**src/mcm_pkg.sv**
```systemverilog
/*
 * constants for the monitor configuration and mask register bank:
 * register offsets, field positions, reset values, channel codes and timing.
 * assumes an 8-bit register access port driven by a serial front end.
 */
package mcm_pkg;
   // ***************************************************************
   // register offsets
   // ***************************************************************
   localparam logic [7:0] ADDR_CTRL_A = 8'h18; // first control register
   localparam logic [7:0] ADDR_CTRL_B = 8'h19;
   localparam logic [7:0] ADDR_CTRL_C = 8'h1a;
   localparam logic [7:0] ADDR_MASK_LO = 8'h1d;
   localparam logic [7:0] ADDR_MASK_HI = 8'h1e;
   // ***************************************************************
   // reset values
   // ***************************************************************
   localparam logic [7:0] RST_CTRL_A = 8'h08;
   localparam logic [7:0] RST_CTRL_B = 8'h00;
   localparam logic [7:0] RST_CTRL_C = 8'h08;
   localparam logic [7:0] RST_MASK = 8'h00;
   // ***************************************************************
   // field positions
   // ***************************************************************
   localparam int A_MON_EN = 0;   // monitoring enable
   localparam int A_PAIR_LO = 1;  // pin-pair field low bit
   localparam int A_INT_DIS = 5;  // interrupt output disable
   localparam int A_INT_POL = 6;  // interrupt polarity
   localparam int B_SEL_LO = 0;   // channel select, four bits
   localparam int B_SINGLE = 4;   // single-channel mode
   localparam int B_AVG_DIS = 5;  // averaging disable
   localparam int B_TO_EN = 6;    // serial-clock timeout enable
   localparam int B_SW_RST = 7;   // software reset
   localparam int C_FAST = 0;     // fast adc clock
   localparam int C_REF_VDD = 4;  // supply as reference
   // ***************************************************************
   // channel codes and pin-pair codes
   // ***************************************************************
   localparam logic [3:0] CH_SUPPLY = 4'h0;
   localparam logic [3:0] CH_INT_TEMP = 4'h1;
   localparam logic [3:0] CH_EXT_OR_ANALOG_INPUT_ONE = 4'h2;
   localparam logic [3:0] CH_LAST = 4'h9;
   localparam logic [1:0] PAIR_ANALOG = 2'h0;
   localparam logic [1:0] PAIR_DIODE = 2'h2;
   // target codes: 0 supply,1 int temp,2 ext diode,3..10 analog one..eight
   localparam logic [3:0] TGT_EXT_DIODE = 4'h2;
   localparam logic [3:0] TGT_ANALOG_INPUT_ONE = 4'h3;
   localparam logic [3:0] TGT_NONE = 4'hf;
   localparam logic [4:0] AVG_COUNT = 5'h10; // samples per result
   // ***************************************************************
   // timing
   // ***************************************************************
   localparam int CLK_HZ = 100_000_000;
   localparam int TIMEOUT_MS = 25;
   localparam int TIMEOUT_CYC = TIMEOUT_MS * (CLK_HZ / 1000);
   localparam int ADC_NORM_DHZ = 14;   // 1.4 Hz in tenths of hertz
   localparam int ADC_FAST_DHZ = 225;  // 22.5 Hz in tenths of hertz
   localparam int ADC_NORM_HALF = (CLK_HZ * 10) / (ADC_NORM_DHZ * 2);
   localparam int ADC_FAST_HALF = (CLK_HZ * 10) / (ADC_FAST_DHZ * 2);
endpackage : mcm_pkg

```
**src/mcm_adc_clk.sv**
```systemverilog
/*
 * adc clock divider: toggles its output every half-period count.
 * assumes half counts supplied by the parent, at least one.
 */
`timescale 1ns/100ps
`default_nettype none
module mcm_adc_clk #(
   parameter int CW = 20
) (
   input wire logic clock,
   input wire logic nrst,
   input wire logic run,
   input wire logic [CW-1:0] half,
   output logic adc_clk
);
   logic [CW-1:0] cnt; // cycles into the current half period
   // ***************************************************************
   // divider
   // ***************************************************************
   always_ff @(posedge clock or negedge nrst) begin
      if (!nrst) begin
         cnt <= '0;
         adc_clk <= 1'b0;
      end else if (!run) begin
         cnt <= '0;
         adc_clk <= 1'b0;
      end else if (cnt >= half - CW'(1)) begin
         cnt <= '0;
         adc_clk <= ~adc_clk;
      end else begin
         cnt <= cnt + CW'(1);
      end
   end
endmodule : mcm_adc_clk
`default_nettype wire

```
**src/mcm_regs.sv**
```systemverilog
/*
 * configuration and event mask register bank of the monitor.
 * assumes a serial front end giving one-cycle write and read strobes
 * with an 8-bit address, plus the sampled serial clock level.
 */
`timescale 1ns/100ps
`default_nettype none
module mcm_regs #(
   parameter int TIMEOUT_CYCLES = mcm_pkg::TIMEOUT_CYC
) (
   input wire logic clock,
   input wire logic nrst,
   input wire logic wr_en,            // write strobe
   input wire logic rd_en,            // read strobe
   input wire logic [7:0] addr,
   input wire logic [7:0] wdata,
   output logic [7:0] rdata,          // registered read data
   output logic rvalid,               // read answer pulse
   input wire logic scl_in,           // serial clock level
   input wire logic xfer_active,      // serial transaction in progress
   output logic xfer_abort,           // timeout pulse to front end
   input wire logic [12:0] events,    // raw limit and fault events
   output logic int_out,              // interrupt pin level
   output logic int_oe,               // interrupt pin enable
   output logic conv_run,             // conversions running
   output logic conv_single,          // single-channel sequencing
   output logic [3:0] conv_target,    // converted input code
   output logic [4:0] avg_samples,    // samples averaged per result
   output logic fast_speed,
   output logic diode_filter_bypass,
   output logic ref_is_supply,
   output logic adc_clk
);
   // ***************************************************************
   // registers
   // ***************************************************************
   logic [7:0] ctrl_a;  // first control register
   logic [7:0] conversion_control_b;
   logic [7:0] conversion_control_c;
   logic [7:0] event_mask_low;
   logic [7:0] event_mask_high;
   logic sw_reset;      // software reset request
   logic [3:0] next_target;
   logic [31:0] to_cnt; // cycles since scl last moved
   logic scl_q;         // previous scl sample
   logic [12:0] mask_all;

   assign sw_reset = wr_en && addr == mcm_pkg::ADDR_CTRL_B && wdata[mcm_pkg::B_SW_RST];
   assign mask_all = {event_mask_high[4:0], event_mask_low};

   // register writes; software reset reloads every default
   always_ff @(posedge clock or negedge nrst) begin
      if (!nrst) begin
         ctrl_a <= mcm_pkg::RST_CTRL_A;
         conversion_control_b <= mcm_pkg::RST_CTRL_B;
         conversion_control_c <= mcm_pkg::RST_CTRL_C;
         event_mask_low <= mcm_pkg::RST_MASK;
         event_mask_high <= mcm_pkg::RST_MASK;
      end else if (sw_reset) begin
         ctrl_a <= mcm_pkg::RST_CTRL_A;
         conversion_control_b <= mcm_pkg::RST_CTRL_B;
         conversion_control_c <= mcm_pkg::RST_CTRL_C;
         event_mask_low <= mcm_pkg::RST_MASK;
         event_mask_high <= mcm_pkg::RST_MASK;
      end else if (wr_en) begin
         case (addr)
            mcm_pkg::ADDR_CTRL_A: ctrl_a <= wdata;
            mcm_pkg::ADDR_CTRL_B: conversion_control_b <= wdata;
            mcm_pkg::ADDR_CTRL_C: conversion_control_c <= wdata;
            mcm_pkg::ADDR_MASK_LO: event_mask_low <= wdata;
            mcm_pkg::ADDR_MASK_HI: event_mask_high <= wdata;
            default: ;
         endcase
      end
   end

   // ***************************************************************
   // read port
   // ***************************************************************
   // read returns stored bytes, reserved bits included
   always_ff @(posedge clock or negedge nrst) begin
      if (!nrst) begin
         rdata <= 8'h00;
         rvalid <= 1'b0;
      end else begin
         rvalid <= rd_en;
         if (rd_en) begin
            case (addr)
               mcm_pkg::ADDR_CTRL_A: rdata <= ctrl_a;
               mcm_pkg::ADDR_CTRL_B: rdata <= conversion_control_b;
               mcm_pkg::ADDR_CTRL_C: rdata <= conversion_control_c;
               mcm_pkg::ADDR_MASK_LO: rdata <= event_mask_low;
               mcm_pkg::ADDR_MASK_HI: rdata <= event_mask_high;
               default: rdata <= 8'h00;
            endcase
         end
      end
   end

   // ***************************************************************
   // conversion target
   // ***************************************************************
   // decode select code and pin-pair field into target
   always_comb begin
      logic [3:0] sel;
      logic [1:0] pair;
      sel = conversion_control_b[mcm_pkg::B_SEL_LO +: 4];
      pair = ctrl_a[mcm_pkg::A_PAIR_LO +: 2];
      if (sel == mcm_pkg::CH_EXT_OR_ANALOG_INPUT_ONE) begin
         if (pair == mcm_pkg::PAIR_DIODE) begin
            next_target = mcm_pkg::TGT_EXT_DIODE;
         end else if (pair == mcm_pkg::PAIR_ANALOG) begin
            next_target = mcm_pkg::TGT_ANALOG_INPUT_ONE;
         end else begin
            next_target = mcm_pkg::TGT_NONE;
         end
      end else if (sel < mcm_pkg::CH_EXT_OR_ANALOG_INPUT_ONE) begin
         next_target = sel;
      end else if (sel <= mcm_pkg::CH_LAST) begin
         next_target = sel + 4'h1;
      end else begin
         next_target = mcm_pkg::TGT_NONE; // reserved codes
      end
   end

   // mode outputs registered from the configuration
   always_ff @(posedge clock or negedge nrst) begin
      if (!nrst) begin
         conv_run <= 1'b0;
         conv_single <= 1'b0;
         conv_target <= mcm_pkg::CH_SUPPLY;
         avg_samples <= mcm_pkg::AVG_COUNT;
         fast_speed <= 1'b0;
         diode_filter_bypass <= 1'b0;
         ref_is_supply <= 1'b0;
      end else begin
         conv_run <= ctrl_a[mcm_pkg::A_MON_EN];
         conv_single <= conversion_control_b[mcm_pkg::B_SINGLE];
         conv_target <= next_target;
         avg_samples <= conversion_control_b[mcm_pkg::B_AVG_DIS] ? 5'h01
                        : mcm_pkg::AVG_COUNT;
         fast_speed <= conversion_control_c[mcm_pkg::C_FAST];
         diode_filter_bypass <= conversion_control_c[mcm_pkg::C_FAST];
         ref_is_supply <= conversion_control_c[mcm_pkg::C_REF_VDD];
      end
   end

   // ***************************************************************
   // adc clock
   // ***************************************************************
   // normal half period needs 26 bits, so the divider is sized for it
   mcm_adc_clk #(.CW(26)) u_adc_clk (
      .clock(clock),
      .nrst(nrst),
      .run(conv_run),
      .half(fast_speed ? 26'(mcm_pkg::ADC_FAST_HALF) : 26'(mcm_pkg::ADC_NORM_HALF)),
      .adc_clk(adc_clk)
   );

   // ***************************************************************
   // serial clock timeout
   // ***************************************************************
   // count cycles with scl unchanged inside a transaction
   always_ff @(posedge clock or negedge nrst) begin
      if (!nrst) begin
         scl_q <= 1'b1; // serial clock idles high
         to_cnt <= '0;
         xfer_abort <= 1'b0;
      end else begin
         scl_q <= scl_in;
         xfer_abort <= 1'b0;
         if (!conversion_control_b[mcm_pkg::B_TO_EN] || !xfer_active || scl_q != scl_in) begin
            to_cnt <= '0;
         end else if (to_cnt >= 32'(TIMEOUT_CYCLES - 1)) begin
            to_cnt <= '0;
            xfer_abort <= 1'b1;
         end else begin
            to_cnt <= to_cnt + 32'h1;
         end
      end
   end

   // ***************************************************************
   // interrupt pin
   // ***************************************************************
   // unmasked events drive the pin at the chosen polarity
   always_ff @(posedge clock or negedge nrst) begin
      if (!nrst) begin
         int_out <= 1'b1;
         int_oe <= 1'b0;
      end else begin
         int_oe <= ~ctrl_a[mcm_pkg::A_INT_DIS];
         int_out <= (|(events & ~mask_all)) ~^ ctrl_a[mcm_pkg::A_INT_POL]
                    ? 1'b1 : 1'b0;
      end
   end
endmodule : mcm_regs
`default_nettype wire

```
**config.mk**
```make
export PLATFORM = sky130hd
export DESIGN_NAME = mcm_regs
export DESIGN_NICKNAME = d
export VERILOG_FILES = /design/src/mcm_pkg.sv /design/src/mcm_adc_clk.sv /design/src/mcm_regs.sv
export SDC_FILE = /design/constraint.sdc
export NUM_CORES = 1
export LEC_CHECK = 0
export BUFFER_PORTS_ARGS = -buffer_cell sky130_fd_sc_hd__buf_2
export CORE_ASPECT_RATIO = 1.1
export CORE_MARGIN = 2
export CORE_UTILIZATION = 53
export CTS_CLUSTER_SIZE = 10
export DETAILED_ROUTE_END_ITERATION = 10
export HOLD_SLACK_MARGIN = 0.1
export PLACE_DENSITY = 0.76
export SYNTH_ARGS = -nofsm -noshare
export SYNTH_HDL_FRONTEND = slang
export SYNTH_SLANG_ARGS = --single-unit
```
**constraint.sdc**
```tcl
create_clock -name clock -period 1.9 [get_ports clock]
set_input_delay 0.19 -clock clock [delete_from_list [all_inputs] [get_ports clock]]
set_output_delay 0.19 -clock clock [all_outputs]
set_load 0.05 [all_outputs]
```
=== After elaboration in Yosys (flattened, before gate mapping) ===
Cells that the tools add are included.

* Bits in registers: 125
* Word-level logic and storage cells: 93

* Add/sub/neg operators: 4
* Order comparisons: 4
* Eq/ne operators: 9
* Mux-type cells: 32
* Bitwise operators: 5
* Reduce and logical (&&, ||, !) cells: 19

{| class="wikitable"
|+ Operators with widths
! kind !! count
|-
| $mux 8 || 15
|-
| $mux 26 || 3
|-
| $mux 32 || 2
|-
| $eq 8x5->1 const B || 5
|-
| $pmux 8 s5 || 1
|-
| $add 32x1->32 const B || 1
|-
| $ge 32x22->1 const B || 1
|-
| $add 26x1->26 const B || 1
|-
| $ge 26x26->1 || 1
|-
| $sub 26x1->26 const B || 1
|-
| $mux 4 || 5
|-
| $and 13x13->13 || 1
|-
| $not 13->13 || 1
|-
| $reduce_or 13->1 || 1
|-
| $reduce_bool 2->1 || 6
|-
| $reduce_and 2->1 || 5
|-
| $mux 1 || 5
|-
| $mux 5 || 1
|-
| $add 4x1->4 const B || 1
|-
| $eq 4x2->1 const B || 1
|-
| $le 4x4->1 const B || 1
|-
| $lt 4x2->1 const B || 1
|-
| $eq 2x2->1 const B || 1
|-
| $logic_and 1x1->1 || 2
|-
| 7 further kinds || 10
|}

=== Depth between registers and ports, before layout ===
Gate-level depths: netlist of run 1.

* Depth after elaboration: 5
* Gate-level depth with buffers: 8
* Depth with buffers taken out: 7

=== Modules after synthesis ===
A second synthesis of run 1 with hierarchy kept.

* Cells, all modules: 710
* Area, all modules: 6807.8 µm²

{| class="wikitable"
|+ By module, submodules not included
! module !! times used !! cells an instance !! area an instance (µm²)
|-
| mcm_regs || 1 || 443 || 4445.5
|-
| mcm_adc_clk || 1 || 267 || 2362.3
|}

=== Worst setup path before layout of run 1 ===
OpenSTA, ideal clock, no wires.

* Path kind: flip-flop to flip-flop
* Start: register diode_filter_bypass (netlist name)
* End: register u_adc_clk.cnt[10]
* Arrival: 2343 ps
* Required time: 1828 ps
* Setup slack: -514 ps
* Cell stages (with the launch flop): 9
* Cells stage by stage: dfrtp_1 inv_1 ha_1 nand4b_1 a211oi_1 a221oi_1 o221ai_2 buf_2 nor2_1

{| class="wikitable"
|+ RTL lines
! element !! RTL line !! source
|-
| end signal, assigned || mcm_adc_clk.sv:31 || <nowiki>cnt <= cnt + CW'(1);</nowiki>
|-
| end, declared || mcm_adc_clk.sv:16 || <nowiki>logic [CW-1:0] cnt;</nowiki>
|}

==> results of run 1 <==
-- where the power goes --
part	internal, mW	total, mW	switching (mW)
combinational	0.131	0.419	0.288
sequential	2.68	2.75	0.0672
clock	2.27	3.44	1.17
total	5.09	6.61	1.52
-- worst reg2reg max path, delay by kind of cell, from the launching register on --
| family | cells | cell delay, ns |
|---|---|---|
| adder cells (fa/ha/maj) | 1 | 0.19 |
| AO/OA/AOI/OAI | 3 | 0.66 |
| buffers and inverters | 1 | 0.19 |
| flip-flops | 1 | 0.55 |
| AND/OR/NAND/NOR | 2 | 0.37 |
-- final cells by class --
class                   instances  area [sq um]
inverters                      31           116
flip-flops and latches        122          3060
multi-input cells             441          2850
clock buffers                  22           464
well taps                     147           184
fillers                       796          3220
clock inverters                10           166
repair buffers                118           848
-- through the flow --
stage	setup TNS (ns)	setup slack, ns
4_1_cts	-2.21	-0.118
5_1_grt	-6.04	-0.217
3_3_place_gp	-4.76	-0.144
6_report	-3.17	-0.134
2_1_floorplan	-4.36	-0.196
3_5_place_dp	-6.27	-0.143
-- kinds of logic (layout without fill, tap and decap cells) --
group,count (synthesis),in the layout,share of synthesized area
XOR/XNOR,45,45,0.0664
other,1,13,0.000632
flip-flops,122,122,0.516
AND/OR/NAND/NOR,272,272,0.236
adder cells (fa/ha/maj),14,14,0.0295
buffers and inverters,59,181,0.0466
AO/OA/AOI/OAI,97,97,0.105
-- sequential cells by signal (all words and copies together), names as in the netlist, 2 cells and up --
signal,cells
conversion_control_b,8
ctrl_a,8
event_mask_high,8
conversion_control_c,8
avg_samples,2
rdata,8
u_adc_clk.cnt,26
event_mask_low,8
to_cnt,32
conv_target,4
-- cell usage in the layout, fill, tap and decap left out, types with 10 or more instances in the layout --
cell / instances
a21oi_1: 34
and3_1: 10
buf_2: 57
buf_4: 45
clkbuf_16: 18
conb_1: 13
dfrtp_1: 116
inv_1: 30
nand2_1: 60
nand2b_1: 10
nand3_1: 44
nor2_1: 67
nor3_1: 16
xnor2_1: 34
xor2_1: 11
-- per-layer routing --
layer  vias up  share of wire
li1       2372              -
met1      2532           0.38
met2       249           0.52
met3        48          0.062
met4         0          0.029
met5         -              0
-- repair_timing --
| item | CTS | global route |
|---|---|---|
| endpoints found under the hold margin | 54 | 0 |
| resized for setup | 7 | 32 |
| pin swaps | 5 | 12 |
| hold buffers | 9 | 0 |
| buffers inserted | 1 | 5 |
| cloned | 1 | 1 |
| endpoints found under the setup margin | 49 | 49 |
-- worst max-delay path by stage --
| stage | start | endpoint | slack [ns] | cells after the start |
|---|---|---|---|---|
| 2_1_floorplan | diode_filter_bypass | u_adc_clk.cnt[0] | -0.20 | 7 |
| 3_5_place_dp | diode_filter_bypass | u_adc_clk.cnt[22] | -0.14 | 7 |
| 6_report | diode_filter_bypass | u_adc_clk.cnt[20] | -0.13 | 7 |
| 3_3_place_gp | to_cnt[0] | to_cnt[21] | -0.14 | 8 |
| 4_1_cts | diode_filter_bypass | u_adc_clk.adc_clk | -0.12 | 6 |
| 5_1_grt | diode_filter_bypass | u_adc_clk.cnt[20] | -0.22 | 8 |
==> flow_metrics.env, run 1 <==
export IMPL_top_usage_layer="met2"
export IMPL_startpoint_type="register"
export IMPL_rsz0062_at_grt="true"
export IMPL_max_cap_violations=0
export IMPL_start_util=0.544
export IMPL_die_h_um=115
export IMPL_period_needed_ns=2.03
export IMPL_synth_top_area_frac=0.494
export IMPL_min_to="conversion_control_b[2]"
export IMPL_cts_tree="built"
export IMPL_worst_path_max_fanout=26
export IMPL_cp_slowest_cell="dfrtp_4"
export IMPL_reg2regPathDepth=7
export IMPL_path_delay_family="compound AO/OA/AOI/OAI gates"
export IMPL_r2r_end="u_adc_clk.cnt[20]"
export IMPL_gp_congestion=0.901
export IMPL_setup_violations=40
export IMPL_dr_pass1_iters=8
export IMPL_skew_ns=0.00782
export IMPL_drt_iter0_drc=527
export IMPL_violations="setup timing"
export IMPL_clock_fmax_mhz=492
export IMPL_use_met3=0.0499
export IMPL_clockBufferDepth=2
export IMPL_r2r_slack_ns=-0.13
export IMPL_synth_edf_count=0
export IMPL_grt_use_total=0.258
export IMPL_yosys_top_cells_area="dfrtp_1 49%, xnor2_1 5.0%, nor2_1 4.9%"
export IMPL_drcViolationCount=0
export IMPL_yosysTopAreaCell="dfrtp_1"
export IMPL_irDropWorstVdd_v=0.000504
export IMPL_cts_root_buf="clkbuf_16"
export IMPL_dpl_cell_area_sq_um=6720
export IMPL_gr_usage_met2=0.448
export IMPL_clk_pin_slew_ns=0.06
export IMPL_final_setup_worst_slack_ns=-0.134
export IMPL_detailed_place_hpwl_mm=9.72
export IMPL_syn_inst=610
export IMPL_vias=5201
export IMPL_power_total_mw=6.61
export IMPL_layout_nets=780
export IMPL_boundaryPins=62
export IMPL_routed_wl_mm=15.7
export IMPL_period_share=1.07
export IMPL_clock_latency_ns=0.41
export IMPL_slew_viol_final=0
export IMPL_r2r_start="diode_filter_bypass"
export IMPL_dp_cells=844
export IMPL_syn_area_sq_um=5930
export IMPL_worstHoldPathCells=3
export IMPL_yosysMostFrequentCell="dfrtp_1"
export IMPL_grt_overflow=0
export IMPL_status="complete, but fails checks"
export IMPL_ys_ff_latch=122
export IMPL_final_cells=891
export IMPL_viasPerCell=5.84
export IMPL_use_met1=0.310
export IMPL_grt_pass1_vias=5035
export IMPL_critical_path_class="register to register"
export IMPL_cp_data_arrival_time_ns=2.37
export IMPL_worstSetupEndpointType="register"
export IMPL_portBuffers=58
export IMPL_crit_chain="ha_4 -> nor4_2 -> o211ai_1 -> a221oi_2 -> o221ai_2 -> buf_12 -> nor2_1"
export IMPL_timing_hold_ws_ns=0.110
export IMPL_grt_max_degree=61
export IMPL_synth_cell_types=58
export IMPL_syn_area_per_cell_sq_um=9.72
export IMPL_grt_pass1_wl_mm=24.5
export IMPL_syn2layout_area_growth_pct=29.6
export IMPL_rows=40
export IMPL_drtAntennaViolNets=0
export IMPL_stdcell_area_sq_um=7690
export IMPL_placeableCoreArea_sq_um=10900
export IMPL_ys_seq_area_frac=0.516
export IMPL_cts_buffers=17
export IMPL_clock_sinks=122
export IMPL_cp_required_ns=2.24
export IMPL_layout_drive_gt1_share=0.249
export IMPL_synth_top_cells_by_count="117 x dfrtp_1, 78 x nor2_1, 60 x nand2_1"
export IMPL_synth_flop_cell="dfrtp_1"
export IMPL_hp_start="wdata[2]"
export IMPL_p_leak_nw=3.30
export IMPL_antenna_found_initial=0
export IMPL_async_flop_share=1.00
export IMPL_p_per_area_nw_per_um2=859
export IMPL_die_area_sq_um=12100
export IMPL_num_antenna_cells=0
export IMPL_crit_buf_inv=1
export IMPL_die_x_um=105
export IMPL_final_util=0.705
export IMPL_timing_hold_violations_final=0
export IMPL_max_stage_delay_ns=0.55
export IMPL_wire_per_inst_um=17.6
export IMPL_yosysWarnings=0
export IMPL_h_tree_depth=4
export IMPL_hp_class="input pin to register"
Note: power is estimated with default switching activity, not from simulation.
==> run 2: changes to the inputs <==
- CORE_UTILIZATION: 53 -> 50
- PLACE_DENSITY: 0.76 -> 0.72
- REMOVE_ABC_BUFFERS: not set -> 1
==> run 2 against run 1 <==
Net effect: the flow still finishes with violations (setup timing); critical path depth grew 1; sequential share of layout area up 0.57 points; combinational power about the same.
==> flow_metrics.env, run 2 (synthesis results as in run 1) <==
export IMPL_grt_use_total=0.241
export IMPL_clock_latency_ns=0.42
export IMPL_slew_viol_final=0
export IMPL_timing_hold_violations_final=0
export IMPL_r2r_start="diode_filter_bypass"
export IMPL_status="complete, but fails checks"
export IMPL_p_per_area_nw_per_um2=848
export IMPL_portBuffers=58
export IMPL_dr_pass1_iters=5
export IMPL_placeableCoreArea_sq_um=11500
export IMPL_die_area_sq_um=12800
export IMPL_power_total_mw=6.42
export IMPL_dp_cells=848
export IMPL_layout_nets=782
export IMPL_vias=5026
export IMPL_antenna_found_initial=0
export IMPL_die_x_um=108
export IMPL_syn2layout_area_growth_pct=27.7
export IMPL_grt_pass1_wl_mm=24.1
export IMPL_boundaryPins=62
export IMPL_cts_root_buf="clkbuf_16"
export IMPL_rsz0062_at_grt="true"
export IMPL_wire_per_inst_um=16.0
export IMPL_tightest_slew_ns=0.685
export IMPL_worstHoldPathCells=4
export IMPL_critical_path_class="register to register"
export IMPL_max_slew_margin=0.543
export IMPL_drcViolationCount=0
export IMPL_reg2regPathDepth=8
export IMPL_worst_path_max_fanout=6
export IMPL_routed_wl_mm=14.3
export IMPL_worstSetupEndpointType="register"
export IMPL_dp_slack_ns=-0.374
export IMPL_final_cell_mix="116 x dfrtp_1, 77 x nor2_1, 60 x nand2_1"
export IMPL_irDropWorstVdd_v=0.000604
export IMPL_crit_start="diode_filter_bypass"
export IMPL_startpoint_type="register"
export IMPL_cts_tree="built"
export IMPL_die_h_um=118
export IMPL_largest_reg_flops=32
export IMPL_rows=41
export IMPL_clock_sinks=122
export IMPL_hp_start="events[4]"
export IMPL_clk_pin_slew_ns=0.06
export IMPL_drtAntennaViolNets=0
export IMPL_num_antenna_cells=0
export IMPL_cts_buffers=17
export IMPL_hp_class="input pin to register"
export IMPL_start_util=0.514
export IMPL_gp_congestion=0.850
export IMPL_clock_fmax_mhz=479
export IMPL_max_flop_register="to_cnt"
export IMPL_drt_iter0_drc=314
export IMPL_cp_data_arrival_time_ns=2.44
export IMPL_period_share=1.10
export IMPL_h_tree_depth=4
export IMPL_setup_violations=27
export IMPL_final_setup_worst_slack_ns=-0.186
export IMPL_grt_overflow=0
export IMPL_fillers=880
export IMPL_skew_ns=0.00901
export IMPL_reg_top3="to_cnt: 32 flops, u_adc_clk.cnt: 26 flops"
export IMPL_final_cells=896
export IMPL_violations="setup timing"
export IMPL_p_leak_nw=3.30
export IMPL_seq_area_sq_um=3060
export IMPL_cp_required_ns=2.25
export IMPL_viasPerCell=5.61
export IMPL_clockBufferDepth=2
export IMPL_layout_drive_gt1_share=0.236
export IMPL_period_needed_ns=2.09
export IMPL_grt_max_degree=123
export IMPL_layout_commonest_cell="dfrtp_1"
export IMPL_grt_pass1_vias=4969
export IMPL_max_cap_violations=0
export IMPL_detailed_place_hpwl_mm=9.26
export IMPL_multi_input_area_sq_um=2780
## run 2: cell types whose count changed in the layout (fill, tap and decap cells not counted), sizes merged
| cell | change |
|---|---|
| clkinv | +3 |
| dlygate4sd3 | +1 |
| clkbuf | -4 |
| buf | +2 |
| inv | -1 |
| clkinvlp | +2 |
| bufinv | -1 |
## run 2: stage by stage
step	hold WS, ns	setup TNS, ns	util	cell area (sq um)
2_1_floorplan	-0.106	-31.73	-	5820
3_3_place_gp	0.313	-5.17	0.579	6680
3_5_place_dp	0.316	-9.24	0.579	6680
4_1_cts	0.135	-2.51	0.646	7450
5_1_grt	0.140	-6.45	0.656	7570
6_report	0.131	-3.63	0.656	7570
## run 2: routing by layer
layer	GRT usage	vias up	wire length, um	share of wire
met3	0.0623	36	785	0.055
met5	0	-	0	0
li1	-	2374	-	-
met2	0.383	183	7180	0.50
met4	0.100	0	378	0.026
met1	0.312	2433	5960	0.42
## run 2: power by group
group	switching (mW)	total [mW]	internal, mW	leakage, nW
Clock	1.15	3.26	2.11	0.290
Combinational	0.288	0.421	0.133	1.38
Sequential	0.0579	2.74	2.68	1.64
Total	1.50	6.42	4.93	3.30
## run 2: cell type report
cell class                 instances  area share
sequential                       122       0.404
multi-input combinational        441       0.366
timing repair buffer             120       0.110
clock buffer                      19      0.0598
tap                              150      0.0248
clock inverter                    13      0.0198
inverter                          31      0.0154
## run 2: timing repair
action / CTS / global route
buffers inserted: 2 / 3
hold buffers: 10 / 0
setup endpoints to repair: 49 / 49
resized for setup: 11 / 16
hold endpoints to repair: 145 / 0
pin swaps: 3 / 0
cloned: 0 / 1
## run 2: critical path, stage by stage (launching register included)
cell and delay (ns):
dfrtp_2 0.46, buf_6 0.14, ha_4 0.25, nand4b_1 0.15, a211oi_2 0.20, a221oi_2 0.11, buf_4 0.15, or4b_1 0.46
nand4b_1 0.10
## run 2: final timing paths
| path | to | slack (ns) |
|---|---|---|
| worst min register to register | conv_run | 0.42 |
| min in group asynchronous | u_adc_clk.cnt[24] | 0.35 |
| worst max-delay path | u_adc_clk.adc_clk | -0.19 |
| max in group asynchronous | to_cnt[19] | 0.98 |
| worst min-delay path | int_out | 0.13 |
| worst max register to register | u_adc_clk.adc_clk | -0.19 |
==> run 3: changes to the inputs <==
- PLACE_DENSITY: 0.72 -> 0.79
- SYNTH_HIERARCHICAL: not set -> 1
==> run 3 against run 2 <==
Net effect: the flow still finishes with violations (setup timing); sequential cell count unchanged; first-iteration DRC count up 56%; via count grew 18%; maximum frequency shrank 16%; area after synthesis rose by 15%; register-to-register slack got worse by 0.40 ns; worst setup slack worse by 0.40 ns; clock-buffer cell count rose by 1; synthesized cell count is 16% higher; largest power group unchanged.
==> flow_metrics.env, run 3 <==
export IMPL_status="complete, but fails checks"
export IMPL_violations="setup timing"
export IMPL_ys_seq_area_frac=0.449
export IMPL_cts_root_buf="clkbuf_16"
export IMPL_setup_violations=27
export IMPL_clk_pin_slew_ns=0.06
export IMPL_path_delay_family="compound AO/OA/AOI/OAI gates"
export IMPL_pwr_share_seq=0.402
export IMPL_wire_per_inst_um=16.5
export IMPL_yosysTopAreaCell="dfrtp_1"
export IMPL_layout_nets=968
export IMPL_hp_class="input pin to register"
export IMPL_die_x_um=115
export IMPL_synth_flop_cell="dfrtp_1"
export IMPL_max_flop_register="to_cnt"
export IMPL_p_leak_nw=4.25
export IMPL_reg_top3="to_cnt: 32 flops, u_adc_clk/cnt: 26 flops"
export IMPL_max_cap_violations=0
export IMPL_final_cell_mix="117 x dfrtp_1, 80 x nand2_1, 68 x nor2_1"
export IMPL_setup_tns_final_ns=-14.86
export IMPL_placeableCoreArea_sq_um=13300
export IMPL_critPathMostFrequentCell="inv_2"
export IMPL_synth_edf_count=0
export IMPL_max_stage_delay_ns=0.47
export IMPL_synth_top_area_frac=0.430
export IMPL_syn_inst=710
export IMPL_timing_hold_violations_final=0
export IMPL_period_needed_ns=2.49
export IMPL_yosysWarnings=6
export IMPL_grt_pass1_wl_mm=29.1
export IMPL_syn2layout_area_growth_pct=33.5
export IMPL_vias=5908
export IMPL_synth_cell_types=62
export IMPL_layout_commonest_cell="dfrtp_1"
export IMPL_skew_ns=0.00534
export IMPL_rows=44
export IMPL_clock_sinks=122
export IMPL_viasPerCell=5.39
export IMPL_syn_area_per_cell_sq_um=9.59
export IMPL_h_tree_depth=4
export IMPL_clockBufferDepth=2
export IMPL_clock_fmax_mhz=402
export IMPL_cts_buffers=17
export IMPL_p_per_area_nw_per_um2=750
export IMPL_clkPwrFrac=0.512
export IMPL_routed_wl_mm=18.1
export IMPL_slew_viol_final=0
export IMPL_portBuffers=58
export IMPL_max_slew_margin=0.579
export IMPL_die_h_um=126
export IMPL_crit_chain="inv_2 -> inv_2 -> ha_4 -> xnor2_1 -> ha_1 -> a21oi_1 -> o21ai_2 -> a2111oi_4 -> a211oi_4 -> buf_6 -> buf_16 -> nor3b_2"
export IMPL_cts_tree="built"
export IMPL_yosys_top_cells_area="dfrtp_1 43%, ha_1 6.1%, xor2_1 5.3%"
export IMPL_grt_max_degree=123
export IMPL_dr_pass1_iters=5
export IMPL_cp_required_ns=2.24
export IMPL_antenna_found_initial=0
export IMPL_crit_buf_inv=4
export IMPL_irDropWorstVdd_v=0.000536
export IMPL_synth_top_cells_by_count="117 x dfrtp_1, 80 x nand2_1, 69 x nor2_1"
export IMPL_gp_congestion=0.874
export IMPL_final_setup_worst_slack_ns=-0.590
export IMPL_num_antenna_cells=0
export IMPL_worstSetupEndpointType="register"
export IMPL_cp_slowest_cell="a2111oi_4"
export IMPL_cp_data_arrival_time_ns=2.83
export IMPL_switching_share=0.237
export IMPL_tightest_slew_ns=0.631
export IMPL_largest_reg_flops=32
export IMPL_drtAntennaViolNets=0
export IMPL_startpoint_type="register"
export IMPL_grt_overflow=0
export IMPL_layout_drive_gt1_share=0.251
export IMPL_worst_path_max_fanout=6
export IMPL_critical_path_class="register to register"
export IMPL_power_total_mw=6.81
export IMPL_boundaryPins=62
export IMPL_async_flop_share=1.00
export IMPL_drt_iter0_drc=491
export IMPL_start_util=0.513
export IMPL_p_int_mw=5.20
export IMPL_ys_ff_latch=122
export IMPL_die_area_sq_um=14600
export IMPL_grt_use_total=0.254
export IMPL_grt_pass1_vias=5919
export IMPL_final_util=0.685
export IMPL_detailed_place_hpwl_mm=11.0
export IMPL_rsz0062_at_grt="true"
export IMPL_drcViolationCount=0
export IMPL_switching_power_mw=1.61
export IMPL_combPwrFrac=0.086
export IMPL_syn_area_sq_um=6810
export IMPL_yosysMostFrequentCell="dfrtp_1"
export IMPL_fillers=1005
export IMPL_period_share=1.31
export IMPL_clock_latency_ns=0.42
[run 3: changes by cell type after synthesis, moves of 17 or more]
cell	change
xor2_1	+30
mux2i_1	+24
nand2_1	+20
ha_1	+19
nand3_1	-17
nor3_1	+17
[run 3: tightest hold or removal path, delay by kind of cell]
kind                      cells  cell delay [ns]
and+or+nand+nor               1             0.06
xor gates and xnor gates      1             0.14
AOI/OAI and AO/OA             2             0.13
buffers and inverters         1             0.07
[run 3: routing by layer]
metal | vias up | track usage | part of all wire
met5 | - | 0 | 0
met2 | 202 | 0.417 | 0.51
met1 | 2870 | 0.333 | 0.42
li1 | 2803 | - | -
met4 | 0 | 0.0829 | 0.019
met3 | 33 | 0.0569 | 0.045
[run 3: path summary, 6_finish.rpt]
path | start | to | slack, ns | cells after the start
hold / removal | events[0] | int_out | 0.19 | 5
setup reg to reg | diode_filter_bypass | u_adc_clk/cnt[1] | -0.59 | 12
max in group asynchronous | nrst | conv_target[3] | 1.02 | 3
setup / recovery | diode_filter_bypass | u_adc_clk/cnt[1] | -0.59 | 12
hold reg to reg | conversion_control_b[4] | conv_single | 0.41 | 0
min in group asynchronous | nrst | to_cnt[8] | 0.41 | 3
[run 3: cell type report]
cell class,count,area (sq um),area share
sequential,122,3060,0.337
inverter,28,105,0.0116
timing repair buffer,139,1050,0.115
clock buffer,20,437,0.0480
multi-input combinational,592,4010,0.441
clock inverter,12,198,0.0218
tap,184,230,0.0253
[run 3: power by group through the flow]
stage	clock network [mW]	logic, mW	registers [mW]
floorplan	0	0.212	2.86
global placement	0	0.522	2.78
detailed placement	0	0.533	2.78
CTS	3.52	0.571	2.74
global route	3.65	0.647	2.75
finish	3.49	0.588	2.74
[run 3: cells by family (layout without fill, tap and decap cells)]
group                    after synthesis  after routing  share of synthesized area
multiplexers                          25             25                     0.0369
other                                  2             66                    0.00110
buffers and inverters                 60            199                     0.0408
flip-flops                           122            122                      0.449
adder cells (fa/ha/maj)               33             33                     0.0607
AO/OA/AOI/OAI                        100            100                     0.0958
XOR/XNOR                              69             69                     0.0888
AND/OR/NAND/NOR                      299            299                      0.227
[run 3: per-stage QoR]
step                std cells  hold slack (ns)  setup slack (ns)  instance area (sq um)
floorplan                 742           -0.106             -2.13                   6880
global placement         1043            0.324            -0.456                   7890
detailed placement       1043            0.322            -0.538                   7890
CTS                      1096            0.180            -0.403                   8910
global route             1097            0.202            -0.653                   9090
finish                   1097            0.187            -0.590                   9090
[run 3: repair_timing]
item | in CTS | in global routing
endpoints found under the hold margin | 145 | 0
gates cloned | 2 | 1
gates resized for setup | 35 | 28
pin swaps | 14 | 23
hold buffers | 11 | 0
endpoints found under the setup margin | 27 | 28
setup buffers | 9 | 1
